[src/hdl/strap_consts.svh]
// timing constants and reset values for the reset and test-strap block
`ifndef STRAP_CONSTS_SVH
`define STRAP_CONSTS_SVH
`define CLK_PERIOD_NS        40
`define STRAP_DELAY_NS       1500
`define STRAP_DELAY_CYCLES   ((`STRAP_DELAY_NS + `CLK_PERIOD_NS - 1) / `CLK_PERIOD_NS)
`define STRAP_WIDTH          8
`define STRAP_MODE_RESET     8'h00
`define TEST_OUT_RESET       8'h00
`define CONFIG_DONE_RESET    1'b0
`endif

[src/hdl/strap_pkg.sv]
// types shared by the reset and test-strap block
`default_nettype none
package strap_pkg;
	typedef enum logic [3:0] {
		ST_HELD   = 4'b0001,
		ST_WAIT   = 4'b0010,
		ST_SAMPLE = 4'b0100,
		ST_RUN    = 4'b1000
	} seq_state_t;

	typedef struct packed {
		logic [7:0] out;
		logic [7:0] oe;
	} strap_drive_t;
endpackage
`default_nettype wire

[src/hdl/sync2.sv]
// two-flop synchroniser for pin inputs, parameterised width
`default_nettype none
module sync2 #(
	parameter int WIDTH = 8
) (
	input  wire logic             clk,
	input  wire logic             rst_n,
	input  wire logic [WIDTH-1:0] din,
	output var  logic [WIDTH-1:0] dout
);
	logic [WIDTH-1:0] stage1;

	always_ff @(posedge clk or negedge rst_n) begin
		if (!rst_n) begin
			stage1 <= '0;
			dout   <= '0;
		end else begin
			stage1 <= din;
			dout   <= stage1;
		end
	end
endmodule
`default_nettype wire

[src/hdl/reset_and_test_strap_sampling.sv]
// reset release sequencing and test-strap sampling for the controller
`include "strap_consts.svh"
`default_nettype none
module reset_and_test_strap_sampling
	import strap_pkg::*;
#(
	parameter int STRAP_WIDTH  = `STRAP_WIDTH,
	parameter int DELAY_CYCLES = `STRAP_DELAY_CYCLES
) (
	input  wire logic                   clk,
	input  wire logic                   rst_n,
	input  wire logic                   power_on_reset_low,
	input  wire logic [STRAP_WIDTH-1:0] test_strap_pin_in,
	output var  logic [STRAP_WIDTH-1:0] test_strap_pin_out,
	output var  logic [STRAP_WIDTH-1:0] test_strap_pin_oe,
	input  wire logic [STRAP_WIDTH-1:0] test_out_data,
	output var  logic [STRAP_WIDTH-1:0] test_mode_select,
	output var  logic                   test_mode_active,
	output var  logic                   config_start,
	output var  logic                   config_done
);
	localparam int CW = $clog2(DELAY_CYCLES + 1);
	localparam logic [CW-1:0] LAST_COUNT = CW'(DELAY_CYCLES - 1);
	// reset values widened here so a non-default strap width still lines up
	localparam logic [STRAP_WIDTH-1:0] MODE_RESET = STRAP_WIDTH'(`STRAP_MODE_RESET);
	localparam logic [STRAP_WIDTH-1:0] OUT_RESET  = STRAP_WIDTH'(`TEST_OUT_RESET);

	logic                   por_sync;
	logic                   por_prev;
	logic [STRAP_WIDTH-1:0] strap_sync;

	logic [CW-1:0]          wait_count;
	logic                   wait_done;
	seq_state_t             state;
	seq_state_t             next_state;

	logic                   held;
	logic                   release_edge;
	logic                   sample_now;
	logic                   drive_phase;
	logic                   strap_taken;

	// reset pin is asynchronous to clk: two flops before any logic looks at it
	sync2 #(
		.WIDTH (1)
	) u_por_sync (
		.clk   (clk),
		.rst_n (rst_n),
		.din   (power_on_reset_low),
		.dout  (por_sync)
	);

	// strap levels arrive from the board; same two-flop treatment
	sync2 #(
		.WIDTH (STRAP_WIDTH)
	) u_strap_sync (
		.clk   (clk),
		.rst_n (rst_n),
		.din   (test_strap_pin_in),
		.dout  (strap_sync)
	);

	// low level on the synchronised pin means reset asserted
	assign held = ~por_sync;

	// a release is the first cycle the synchronised pin reads high after reading low
	assign release_edge = por_sync && !por_prev;

	// the settling wait ends on the last count, one cycle before the sample
	assign wait_done = wait_count == LAST_COUNT;

	// strap capture happens in the single sample cycle, never while reset is seen
	assign sample_now = !held && state == ST_SAMPLE && !strap_taken;

	// pins, done flag and drive data all switch together on entry to the run phase
	assign drive_phase = !held && next_state == ST_RUN;

	// starts low so a pin already high when the system reset lifts still counts as a release
	always_ff @(posedge clk or negedge rst_n) begin
		if (!rst_n) begin
			por_prev <= 1'b0;
		end else begin
			por_prev <= por_sync;
		end
	end

	always_comb begin
		next_state = state;
		case (state)
			ST_HELD: begin
				if (release_edge) begin
					next_state = ST_WAIT;
				end
			end
			ST_WAIT: begin
				if (wait_done) begin
					next_state = ST_SAMPLE;
				end
			end
			ST_SAMPLE: begin
				next_state = ST_RUN;
			end
			ST_RUN: begin
				next_state = ST_RUN;
			end
			default: begin
				// a corrupted one-hot code falls back to held and waits for a fresh release
				next_state = ST_HELD;
			end
		endcase
		// a reset seen in any state overrides the walk above
		if (held) begin
			next_state = ST_HELD;
		end
	end

	always_ff @(posedge clk or negedge rst_n) begin
		if (!rst_n) begin
			state <= ST_HELD;
		end else begin
			state <= next_state;
		end
	end

	// delay counts from the release edge; restarts on every new release
	always_ff @(posedge clk or negedge rst_n) begin
		if (!rst_n) begin
			wait_count <= '0;
		end else if (state == ST_WAIT && !held) begin
			wait_count <= wait_count + CW'(1);
		end else begin
			wait_count <= '0;
		end
	end

	// marks that this release has already been sampled; only a seen reset clears it,
	// so a stray second pass through the sample state cannot re-latch the straps
	always_ff @(posedge clk or negedge rst_n) begin
		if (!rst_n) begin
			strap_taken <= 1'b0;
		end else if (held) begin
			strap_taken <= 1'b0;
		end else if (sample_now) begin
			strap_taken <= 1'b1;
		end
	end

	// selection captured once per release and cleared only by reset
	always_ff @(posedge clk or negedge rst_n) begin
		if (!rst_n) begin
			test_mode_select <= MODE_RESET;
		end else if (held) begin
			test_mode_select <= MODE_RESET;
		end else if (sample_now) begin
			test_mode_select <= strap_sync;
		end
	end

	// any pin pulled high at the sampling instant selects a test mode
	always_ff @(posedge clk or negedge rst_n) begin
		if (!rst_n) begin
			test_mode_active <= 1'b0;
		end else if (held) begin
			test_mode_active <= 1'b0;
		end else if (sample_now) begin
			test_mode_active <= |strap_sync;
		end
	end

	// pins stay released to high impedance until sampling is complete; the two-flop
	// lag means they let go a few cycles after the reset pin falls, not at once
	always_ff @(posedge clk or negedge rst_n) begin
		if (!rst_n) begin
			test_strap_pin_oe <= '0;
		end else if (drive_phase) begin
			test_strap_pin_oe <= '1;
		end else begin
			test_strap_pin_oe <= '0;
		end
	end

	always_ff @(posedge clk or negedge rst_n) begin
		if (!rst_n) begin
			test_strap_pin_out <= OUT_RESET;
		end else if (drive_phase) begin
			test_strap_pin_out <= test_out_data;
		end else begin
			test_strap_pin_out <= OUT_RESET;
		end
	end

	// one-cycle pulse marking the detected release edge
	always_ff @(posedge clk or negedge rst_n) begin
		if (!rst_n) begin
			config_start <= 1'b0;
		end else begin
			config_start <= state == ST_HELD && release_edge;
		end
	end

	// level flag for the run phase; drops together with the pin enables when reset
	// is seen again, so nothing downstream sees a half-configured controller
	always_ff @(posedge clk or negedge rst_n) begin
		if (!rst_n) begin
			config_done <= `CONFIG_DONE_RESET;
		end else begin
			config_done <= drive_phase;
		end
	end
endmodule
`default_nettype wire

[config.mk]
export PLATFORM = sky130hd
export DESIGN_NAME = reset_and_test_strap_sampling
export DESIGN_NICKNAME = d
export VERILOG_FILES = /design/src/hdl/strap_pkg.sv /design/src/hdl/sync2.sv /design/src/hdl/reset_and_test_strap_sampling.sv
export VERILOG_INCLUDE_DIRS = /design/src /design/src/hdl
export SDC_FILE = /design/constraint.sdc
export NUM_CORES = 1
export LEC_CHECK = 0
export BUFFER_PORTS_ARGS = -buffer_cell sky130_fd_sc_hd__buf_2
export CORE_MARGIN = 8
export CORE_UTILIZATION = 29
export CTS_CLUSTER_SIZE = 8
export DETAILED_ROUTE_END_ITERATION = 10
export PLACE_DENSITY = 0.57
export SYNTH_ARGS = -nofsm -noshare
export SYNTH_HDL_FRONTEND = slang
export SYNTH_SLANG_ARGS = --single-unit
[constraint.sdc]
create_clock -name clk -period 1.9 [get_ports clk]
set_input_delay 0.38 -clock clk [delete_from_list [all_inputs] [get_ports clk]]
set_output_delay 0.38 -clock clk [all_outputs]
set_load 0.01 [all_outputs]
After elaboration in Yosys (flattened, before gate mapping)

Index checks and enable logic that the tools add are counted.

Register bits after elaboration: 57
Input port bits: 19
Output and inout bits: 27
Logic and storage cells: 45

$add $sub $neg: 1
Eq/ne operators: 7
Mux-type cells: 13
Reductions and logical operators: 10

Operators by type and width:

| operator              | number |
|---|---|
| $mux W8               | 4 |
| $mux W4               | 3 |
| $pmux W4 S3           | 1 |
| $eq A4 B4 Y1 const B  | 2 |
| $reduce_or A8 Y1      | 1 |
| $add A6 B1 Y6 const B | 1 |
| $eq A6 B6 Y1 const B  | 1 |
| $logic_and A1 B1 Y1   | 6 |
| $mux W6               | 1 |
| $eq A4 B1 Y1 const B  | 1 |
| $eq A4 B2 Y1 const B  | 1 |
| $eq A4 B3 Y1 const B  | 1 |
| $mux W1               | 4 |
| $logic_not A1 Y1      | 2 |
| $ne A2 B2 Y1 const B  | 1 |
| $reduce_or A2 Y1      | 1 |

Longest topological paths before layout

Gate-level depths: netlist of the first run.

Word-level depth: 8
Gate-level depth with buffers: 5

Hierarchy

Synthesis of the first run repeated with hierarchy kept, for this count alone.

Cell total of the unflattened synthesis: 134
Area total of the unflattened synthesis: 1790.5 sq um

By module, submodules not included:

| module                        | times used | cells an instance | area an instance (sq um) |
|---|---|---|---|
| reset_and_test_strap_sampling | 1          | 116               | 1340.0 |
| sync2 (u_strap_sync)          | 1          | 16                | 400.4 |
| sync2 (u_por_sync)            | 1          | 2                 | 50.0 |

Worst setup path after synthesis of the first run

Ideal clock, no wire load.

Path type: reg-to-reg
From: register state[0]
To: register test_mode_select[0]
Setup time: 0.121 ns
Arrival time: 1.216 ns
Setup slack: 0.563 ns
Stages on the path, launching flop included: 5
Clock period less this slack: 1.337 ns
Path through: dfstp_2 -> nor4b_4 -> and3_1 -> buf_4 -> a22o_1

Longest elaborated chain between the ends: 4

Ends and longest elaborated chain:

| what                             | RTL line                             | text |
|---|---|---|
| from (decl)                      | reset_and_test_strap_sampling.sv:34  | `seq_state_t state;` |
| from (signal assigned)           | reset_and_test_strap_sampling.sv:121 | `state <= next_state;` |
| $eq A4 B3 Y1                     | reset_and_test_strap_sampling.sv:73  | `assign sample_now = !held && state == ST_SAMPLE && !strap_taken;` |
| $logic_and A1 B1 Y1 (2 in a row) | reset_and_test_strap_sampling.sv:73  |  |
| $ne A2 B2 Y1 (no line)           | -                                    |  |
| to (signal assigned)             | reset_and_test_strap_sampling.sv:155 | `test_mode_select <= strap_sync;` |
| to (decl)                        | reset_and_test_strap_sampling.sv:17  | `output var logic [STRAP_WIDTH-1:0] test_mode_select,` |

Every way passes these cells.
A chain may end at the register's enable or synchronous reset.

Final worst setup path of the first run

From: register state[1]
To: register test_mode_select[2]

The elaborated chain is that of the path after synthesis.

==> flow_metrics.tcl, run 1 <==
set metrics [dict create \
    final-setup-viol-count 0 \
    avgSynthCellArea_um2 14.9 \
    rows 28 \
    drive_gt1_share_pct 40.1 \
    synth-adder-area-share_pct 1.44 \
    required_ps 2130 \
    netlist_instances 117 \
    fin_util_pct 35.9 \
    muxShareOfSynthArea_pct 0 \
    antenna_found_initial 0 \
    grt_pass1_wl_mm 5.43 \
    synth.distinct_cells 30 \
    synthSimpleGateAreaFrac_pct 13.9 \
    syn_to_final_growth_pct 20.4 \
    dpl.cell_count 229 \
    synth_xor_area_share_pct 2.01 \
    fin_cells 237 \
    numCtsBuffers 5 \
    ir_worst_vdd_mv 0.288 \
    clk_path_buf_depth 2 \
    ys_ff_latch 49 \
    timing.hold.ws_ps 50.2 \
    design_power_total_mw 1.73 \
    final_cell_mix "dfrtp_1, buf_2, a22o_1" \
    grt_setup_unrepaired "false" \
    dpl_cell_area_um2 2010 \
    final_common_cell "dfrtp_1" \
    maxCapViolCount 0 \
    dp_hpwl_mm 2.36 \
    crit_chain "nor4b_4, and3_1, a22o_1" \
    post-route-period-util_pct 81.3 \
    cts.htree.levels 2 \
    core_area_um2 5850 \
    clock_skew_ps 4.86 \
    path_max_fanout 9 \
    pwr_density_cell_nw_per_um2 823 \
    numClockSinks 49 \
    cts_hold_buf 0 \
    detail-route-antenna-nets 0 \
    rr_startpoint "state[1]" \
    worstMarginPinSlew_ps 430 \
    track_usage_pct 7.97 \
    slowest_stage "dfrtp_1" \
    r2r_setup_slack_ps 350 \
    chipHeight_um 93.5 \
    initial_core_util_pct 29.8 \
    drt_iter0_markers 62 \
    cp-end-kind "flop" \
    slew_headroom_pct 71.2 \
    cts_tree "built" \
    wire_per_inst_um 13.5 \
    start_kind "flop" \
    cts_root_buffer "clkbuf_8" \
    clk_pin_slew_worst_paths_ps 80 \
    grt.overflow.total 0 \
    synth_compound_area_share_pct 7.90 \
    die_area_um2 8750 \
    drt_first_pass_iters 4 \
    grt_max_degree 50 \
    die_w_um 93.5 \
    synth_seq_area_share_pct 70.4 \
    clock_latency_ps 290 \
    grt_pass1_vias 1105 \
    setup_slack_ps 355 \
    min_path_type "input port to async pin" \
    top_level_ports 46 \
    preCtsSetupSlack_ps 384 \
    cts_setup_buffers 0 \
    fmax_mhz 647 \
    fin_nets 182 \
    slew_viol_final 0 \
    vias 1000 \
    insertedDiodeCount 0 \
    status "finished, final reports clean" \
    crit_type "flop to flop" \
    finalHoldViolCount 0 \
    route.detailed.drc 0 \
    avgViaCountPerCell 4.22 \
    stdcell_area_um2 2100 \
    tns_ps 0 \
    syn_nets 138 \
    wl_mm 3.19 \
    syn_area_um2 1740 \
    startpoint "state[1]" \
    arrival_ps 1780 \
    cp_slowest_stage_delay_ps 490 \
    p_leak_nw 1.04 \
    ctsResizeCount 0 \
    numPortBuffers 45 \
    gp_congestion 0.783 \
    fin_crit_ps 1550 \
    ys_warn_count 0 \
    synth_top_family_by_area "simple AND/OR/NAND/NOR gates" \
]
[where the power goes]
group          switching (mW)  leakage (nW)  total, mW  internal, mW
clock                   0.311        0.0385      0.572         0.261
sequential             0.0218         0.636       1.09          1.07
combinational          0.0333         0.370     0.0631        0.0299
[final timing paths]
kind                                               end  depth (start not counted)
worst max register to register     test_mode_select[2]                          3
worst min-delay path             test_strap_pin_out[3]                          2
max in group asynchronous                     state[0]                          2
worst min register to register    u_strap_sync.dout[3]                          0
worst max-delay path               test_mode_select[2]                          3
min in group clk                u_strap_sync.stage1[3]                          1
[critical path: cells and delay by family (launching register included)]
kind	cells	cell delay [ps]
AND/OR/NAND/NOR	2	800
flip-flops	1	490
AO/OA/AOI/OAI	1	190
[registers in the layout, summed over array words and instances, names as in the netlist]
signal and cells:
por_prev 1, test_mode_select 8, u_strap_sync.stage1 8, config_start 1, strap_taken 1, u_strap_sync.dout 8
test_mode_active 1, u_por_sync.dout 1, test_strap_pin_out 8, u_por_sync.stage1 1, test_strap_pin_oe 1, wait_count 6
state 4
[logic make-up (layout without fill, tap and decap cells)]
kind of cell	after synthesis	after routing
compound gates	17	17
fa+ha+maj	2	2
buf+inv	11	56
flops	49	49
simple gates	34	34
xor+xnor	4	4
[cell usage after synthesis]
master / count / area, um^2
a211o_1: 1 / 8.76
a21boi_2: 1 / 11.3
a21oi_1: 1 / 5.00
a22o_1: 9 / 78.8
a32oi_1: 1 / 8.76
and2_2: 8 / 60.1
and3_1: 1 / 6.26
and4bb_2: 1 / 12.5
buf_4: 9 / 67.6
dfrtp_1: 48 / 1200
dfstp_2: 1 / 26.3
ha_1: 2 / 25.0
inv_1: 2 / 7.51
nand2_1: 3 / 11.3
nand2b_1: 1 / 6.26
nand3_1: 2 / 10.0
nand3b_1: 1 / 7.51
nor2_1: 6 / 22.5
nor2b_1: 2 / 12.5
nor3_1: 1 / 5.00
nor3b_1: 1 / 7.51
nor4_1: 3 / 18.8
nor4b_1: 1 / 8.76
nor4b_4: 2 / 47.6
o21a_1: 1 / 7.51
o21ai_0: 2 / 10.0
o21bai_1: 1 / 7.51
or3_1: 1 / 6.26
xnor2_1: 2 / 17.5
xor2_1: 2 / 17.5
[per-layer routing]
metal / GRT usage [%] / up-vias / routed length [um]
li1: - / 482 / -
met1: 9.59 / 480 / 1430
met2: 11.8 / 33 / 1440
met3: 2.88 / 5 / 256
met4: 5.23 / 0 / 70
met5: 0 / - / 0
[cell type report]
class                      count  area (um^2)
multi-input combinational     57          440
clock buffer                   7         76.3
sequential                    49         1230
inverter                       2         7.51
tap                           75         93.8
fill                         578         3750
timing repair buffer          46          245
clock inverter                 1         7.51
No activity file was read; power rests on OpenSTA's default activity.
==> run 2: changes to the inputs <==
- clock period: 1.9 -> 1.5 ns (I/O delays scaled with it)
==> run 2 against run 1 <==
Die area unchanged. Worst hold slack better by 54 ps. Via count up 3.9%. Register-to-register slack worse by 230 ps. Largest power group unchanged.
==> flow_metrics.tcl, run 2 (synthesis gave the netlist of run 1 again) <==
set metrics [dict create \
    status "finished, final reports clean" \
    detail-route-antenna-nets 0 \
    clockPowerShare_pct 39.1 \
    chipHeight_um 93.5 \
    hold_path_depth 1 \
    min-delay-start "test_strap_pin_in[3]" \
    pwr_density_cell_nw_per_um2 1110 \
    fmax_mhz 728 \
    final_cell_mix "dfrtp_1, buf_2, a22o_1" \
    cp-end-kind "flop" \
    path_buf_inv 0 \
    syn_to_final_growth_pct 25.1 \
    wire_per_inst_um 12.9 \
    path_depth 3 \
    path_max_fanout 9 \
    slew_headroom_pct 73.1 \
    dpl.cell_count 234 \
    intPower_mw 1.91 \
    rows 28 \
    p_leak_nw 1.09 \
    grt_pass1_wl_mm 5.14 \
    dp_hpwl_mm 2.44 \
    drive_gt1_share_pct 43.5 \
    multi_input_area_um2 442 \
    numCtsBuffers 5 \
    crit_chain "nor4b_4, and3_2, a22o_1" \
    clock_latency_ps 290 \
    grt_setup_unrepaired "false" \
    p_switching_uw 509 \
    p_seq_share_pct 56.9 \
    clock_skew_ps 3.94 \
    cts_tree "built" \
    die_area_um2 8750 \
    min_path_type "input port to flop" \
    arrival_ps 1560 \
    cp_slowest_stage_delay_ps 650 \
    final_common_cell "dfrtp_1" \
    fin_cells 243 \
    gp_congestion 0.735 \
    drt_first_pass_iters 3 \
    r2r_setup_slack_ps 130 \
    finalHoldViolCount 0 \
    clk_pin_slew_worst_paths_ps 90 \
    fin_nets 188 \
    slew_viol_final 0 \
    ff2ff_path_depth 3 \
    numPortBuffers 45 \
    core_area_um2 5850 \
    top_level_ports 46 \
    avgViaCountPerCell 4.28 \
    antenna_found_initial 0 \
    required_ps 1690 \
    wl_mm 3.13 \
    reg2reg_to "test_mode_select[6]" \
    grt_max_degree 28 \
    cts_root_buffer "clkbuf_8" \
    whs_endpoint "u_strap_sync.stage1[3]" \
    cts.htree.levels 2 \
    cts_setup_buffers 0 \
    worstMarginPinSlew_ps 401 \
    numClockSinks 49 \
    rr_startpoint "state[0]" \
    vias 1039 \
    fill_cells 562 \
    seq_area_um2 1230 \
    tns_ps 0 \
    insertedDiodeCount 0 \
    die_w_um 93.5 \
    grt.overflow.total 0 \
    slowest_stage "dfstp_2" \
    clk_path_buf_depth 2 \
    pwr-share-comb_pct 3.9 \
    route.detailed.drc 0 \
    crit_type "flop to flop" \
    drt_iter0_markers 66 \
    ir_worst_vdd_mv 0.557 \
    final-setup-viol-count 0 \
    track_usage_pct 7.51 \
    post-route-period-util_pct 91.5 \
    start_kind "flop" \
    switching_share_pct 21.0 \
    fin_crit_ps 1370 \
    maxCapViolCount 0 \
    grt_pass1_vias 1006 \
    initial_core_util_pct 29.8 \
    cpLargestDelayFamily "flip-flops" \
]
## run 2: area by class of cell
type,count,share of cell area [%]
Sequential cell,49,56.3
Clock inverter,3,2.18
Multi-Input combinational cell,57,20.3
Timing Repair Buffer,52,13.4
Clock buffer,5,3.16
Inverter,2,0.344
Tap cell,75,4.31
## run 2: timing repair
| action | CTS | global route |
|---|---|---|
| endpoints found under the hold margin | 15 | 0 |
| hold buffers | 1 | 0 |
| endpoints found under the setup margin | 0 | 8 |
| resized for setup | 0 | 1 |
## run 2: per-stage QoR
step	setup WS, ps	util (%)	area, um^2	power (mW)	hold WS, ps
2_1_floorplan	163	-	1740	1.43	4.41
3_3_place_gp	135	35.1	2050	1.50	253
3_5_place_dp	90.3	35.1	2050	1.50	256
4_1_cts	68.8	37.2	2180	2.46	88.5
5_1_grt	35.7	37.3	2180	2.53	82.2
6_report	127	37.3	2180	2.42	104
## run 2: power groups by stage
| stage | Sequential (mW) | Combinational [mW] | Clock (mW) |
|---|---|---|---|
| 6_report | 1.38 | 0.0949 | 0.946 |
| 3_3_place_gp | 1.40 | 0.0953 | 0 |
| 5_1_grt | 1.38 | 0.109 | 1.04 |
| 2_1_floorplan | 1.40 | 0.0221 | 0 |
| 4_1_cts | 1.38 | 0.0992 | 0.981 |
| 3_5_place_dp | 1.40 | 0.0971 | 0 |
## run 2: worst max path at each step
stage	start	end	slack, ps
after floorplan	state[0]	test_mode_select[0]	160
after detailed placement	state[1]	test_mode_select[6]	90
after global routing	state[3]	state[2]	40
final	state[0]	test_mode_select[6]	130
after global placement	state[3]	test_mode_select[6]	130
after CTS	state[0]	test_mode_select[6]	70
## run 2: per-layer routing
metal	track usage [%]	vias up	routed length, um
met1	9.51	502	1470
met2	10.8	31	1370
met5	0	-	0
met4	4.03	0	61
met3	2.88	5	231
li1	-	501	-
## run 2: worst register-to-register path, delay by kind of cell (launching register included)
| kind | cells | cell delay (ps) |
|---|---|---|
| DFF | 1 | 650 |
| AOI/OAI and AO/OA | 1 | 250 |
| and+or+nand+nor | 2 | 370 |
==> run 3: changes to the inputs <==
- PLACE_DENSITY: 0.57 -> 0.61
- RECOVER_POWER: default -> 100
==> run 3 against run 2 <==
Via count shrank 0.96%. Clock-buffer cell count is the same. Sequential power is essentially flat. First-iteration DRC count shrank 47%. Power shrank 1.0%. Clock skew grew 0.56 ps. Critical path depth is the same. Largest cell class unchanged. Largest power group unchanged.
==> flow_metrics.tcl, run 3 (synthesis gave the netlist of run 1 again) <==
set metrics [dict create \
    ir_worst_vdd_mv 0.538 \
    rr_startpoint "state[0]" \
    slowest_stage "dfstp_2" \
    dpl.cell_count 233 \
    p_leak_nw 0.961 \
    pwr_density_cell_nw_per_um2 1130 \
    detail-route-antenna-nets 0 \
    start_kind "flop" \
    met2RoutedLength_mm 1.51 \
    post-route-period-util_pct 91.2 \
    drive_gt1_share_pct 26.2 \
    initial_core_util_pct 29.8 \
    top_level_ports 46 \
    vias 1029 \
    maxCapViolCount 0 \
    final_common_cell "dfrtp_1" \
    drt_first_pass_iters 4 \
    cp-end-kind "flop" \
    min-delay-start "test_strap_pin_in[3]" \
    grt.overflow.total 0 \
    cts.htree.levels 2 \
    rows 28 \
    cts_tree "built" \
    clock_latency_ps 290 \
    numPortBuffers 45 \
    die_w_um 93.5 \
    insertedDiodeCount 0 \
    final_cell_mix "dfrtp_1, clkbuf_1, buf_2" \
    arrival_ps 1560 \
    final-setup-viol-count 0 \
    fin_crit_ps 1370 \
    path_max_fanout 9 \
    chipHeight_um 93.5 \
    cts_root_buffer "clkbuf_8" \
    status "finished, final reports clean" \
    dp_hpwl_mm 2.50 \
    die_area_um2 8750 \
    startpoint "state[0]" \
    gp_congestion 0.752 \
    fmax_mhz 731 \
    fin_nets 188 \
    top_layer "met4" \
    grt_setup_unrepaired "false" \
    cp_slowest_stage_delay_ps 650 \
    fin_cells 243 \
    slew_headroom_pct 71.3 \
    crit_type "flop to flop" \
    avgViaCountPerCell 4.23 \
    clock_skew_ps 4.50 \
    timing.hold.ws_ps 107 \
    ff2ff_path_depth 3 \
    worstMarginPinSlew_ps 428 \
    syn_to_final_growth_pct 21.5 \
    clk_path_buf_depth 2 \
    min_path_type "input port to flop" \
    core_area_um2 5850 \
    met3_length_um 235 \
    drt_iter0_markers 35 \
    slew_viol_final 0 \
    wire_per_inst_um 13.3 \
    wl_mm 3.23 \
    antenna_found_initial 0 \
    finalHoldViolCount 0 \
    fill_cells 577 \
    numCtsBuffers 5 \
    reg2reg_to "test_mode_select[5]" \
    clk_pin_slew_worst_paths_ps 90 \
    track_usage_pct 7.66 \
    grt_pass1_vias 1108 \
    r2r_setup_slack_ps 130 \
    whs_endpoint "u_strap_sync.stage1[3]" \
    hold_path_depth 1 \
    grt_pass1_wl_mm 5.26 \
    drt-met1-wl_mm 1.43 \
    crit_chain "nor4b_4, and3_2, a22o_1" \
    numClockSinks 49 \
    grt_max_degree 18 \
    required_ps 1690 \
    tns_ps 0 \
    route.detailed.drc 0 \
]
## run 3: cell types whose count changed in the layout (fill, tap and decap cells not counted), sizes merged
| cell | change |
|---|---|
| clkbuf | +32 |
| clkinv | +1 |
| buf | -32 |
| inv | -1 |
## run 3: area by class of cell
type	instances	area [um^2]	share of cell area (%)
inverters	2	7.51	0.355
clock inverters	3	43.8	2.07
multi-input cells	57	442	20.9
clock buffers	5	68.8	3.25
repair buffers	52	234	11.1
flip-flops and latches	49	1230	58.0
well taps	75	93.8	4.43
## run 3: timing repair
item | 4_1_cts | 5_1_grt
hold endpoints to repair | 13 | 0
buffers inserted | 0 | 1
endpoints found under the setup margin | 0 | 9
hold buffers | 1 | 0
resized for setup | 0 | 1
## run 3: worst max path at each step
stage / to / slack, ps / cells after the start
6_report: test_mode_select[5] / 130 / 3
5_1_grt: test_strap_pin_out[5] / 30 / 3
4_1_cts: test_mode_select[5] / 50 / 3
3_5_place_dp: test_mode_select[5] / 70 / 3
3_3_place_gp: test_mode_select[6] / 120 / 3
2_1_floorplan: test_mode_select[0] / 160 / 4
## run 3: routing by layer
layer | global-route usage [%] | up-vias
met1 | 9.23 | 495
met2 | 11.6 | 32
li1 | - | 498
met4 | 4.43 | 0
met5 | 0 | -
met3 | 2.64 | 4
## run 3: through the flow
step	cell area (um^2)	setup WS, ps	util (%)	power [mW]
global route	2120	27.5	36.2	2.51
floorplan	1740	163	-	1.43
finish	2120	132	36.2	2.39
CTS	2170	46.7	37.0	2.45
global placement	2040	118	34.9	1.50
detailed placement	2040	72.7	34.9	1.50
## run 3: power breakdown
part           leakage [nW]  total, mW  switching, mW  internal, mW
clock network        0.0585      0.926          0.426         0.500
registers             0.636       1.38         0.0219          1.35
logic                 0.267     0.0904         0.0501        0.0404
## run 3: critical path, delay by kind of cell, from the launching register on
| family | cells | cell delay, ps |
|---|---|---|
| AND/OR/NAND/NOR | 2 | 370 |
| flip-flops | 1 | 650 |
| AO/OA/AOI/OAI | 1 | 250 |
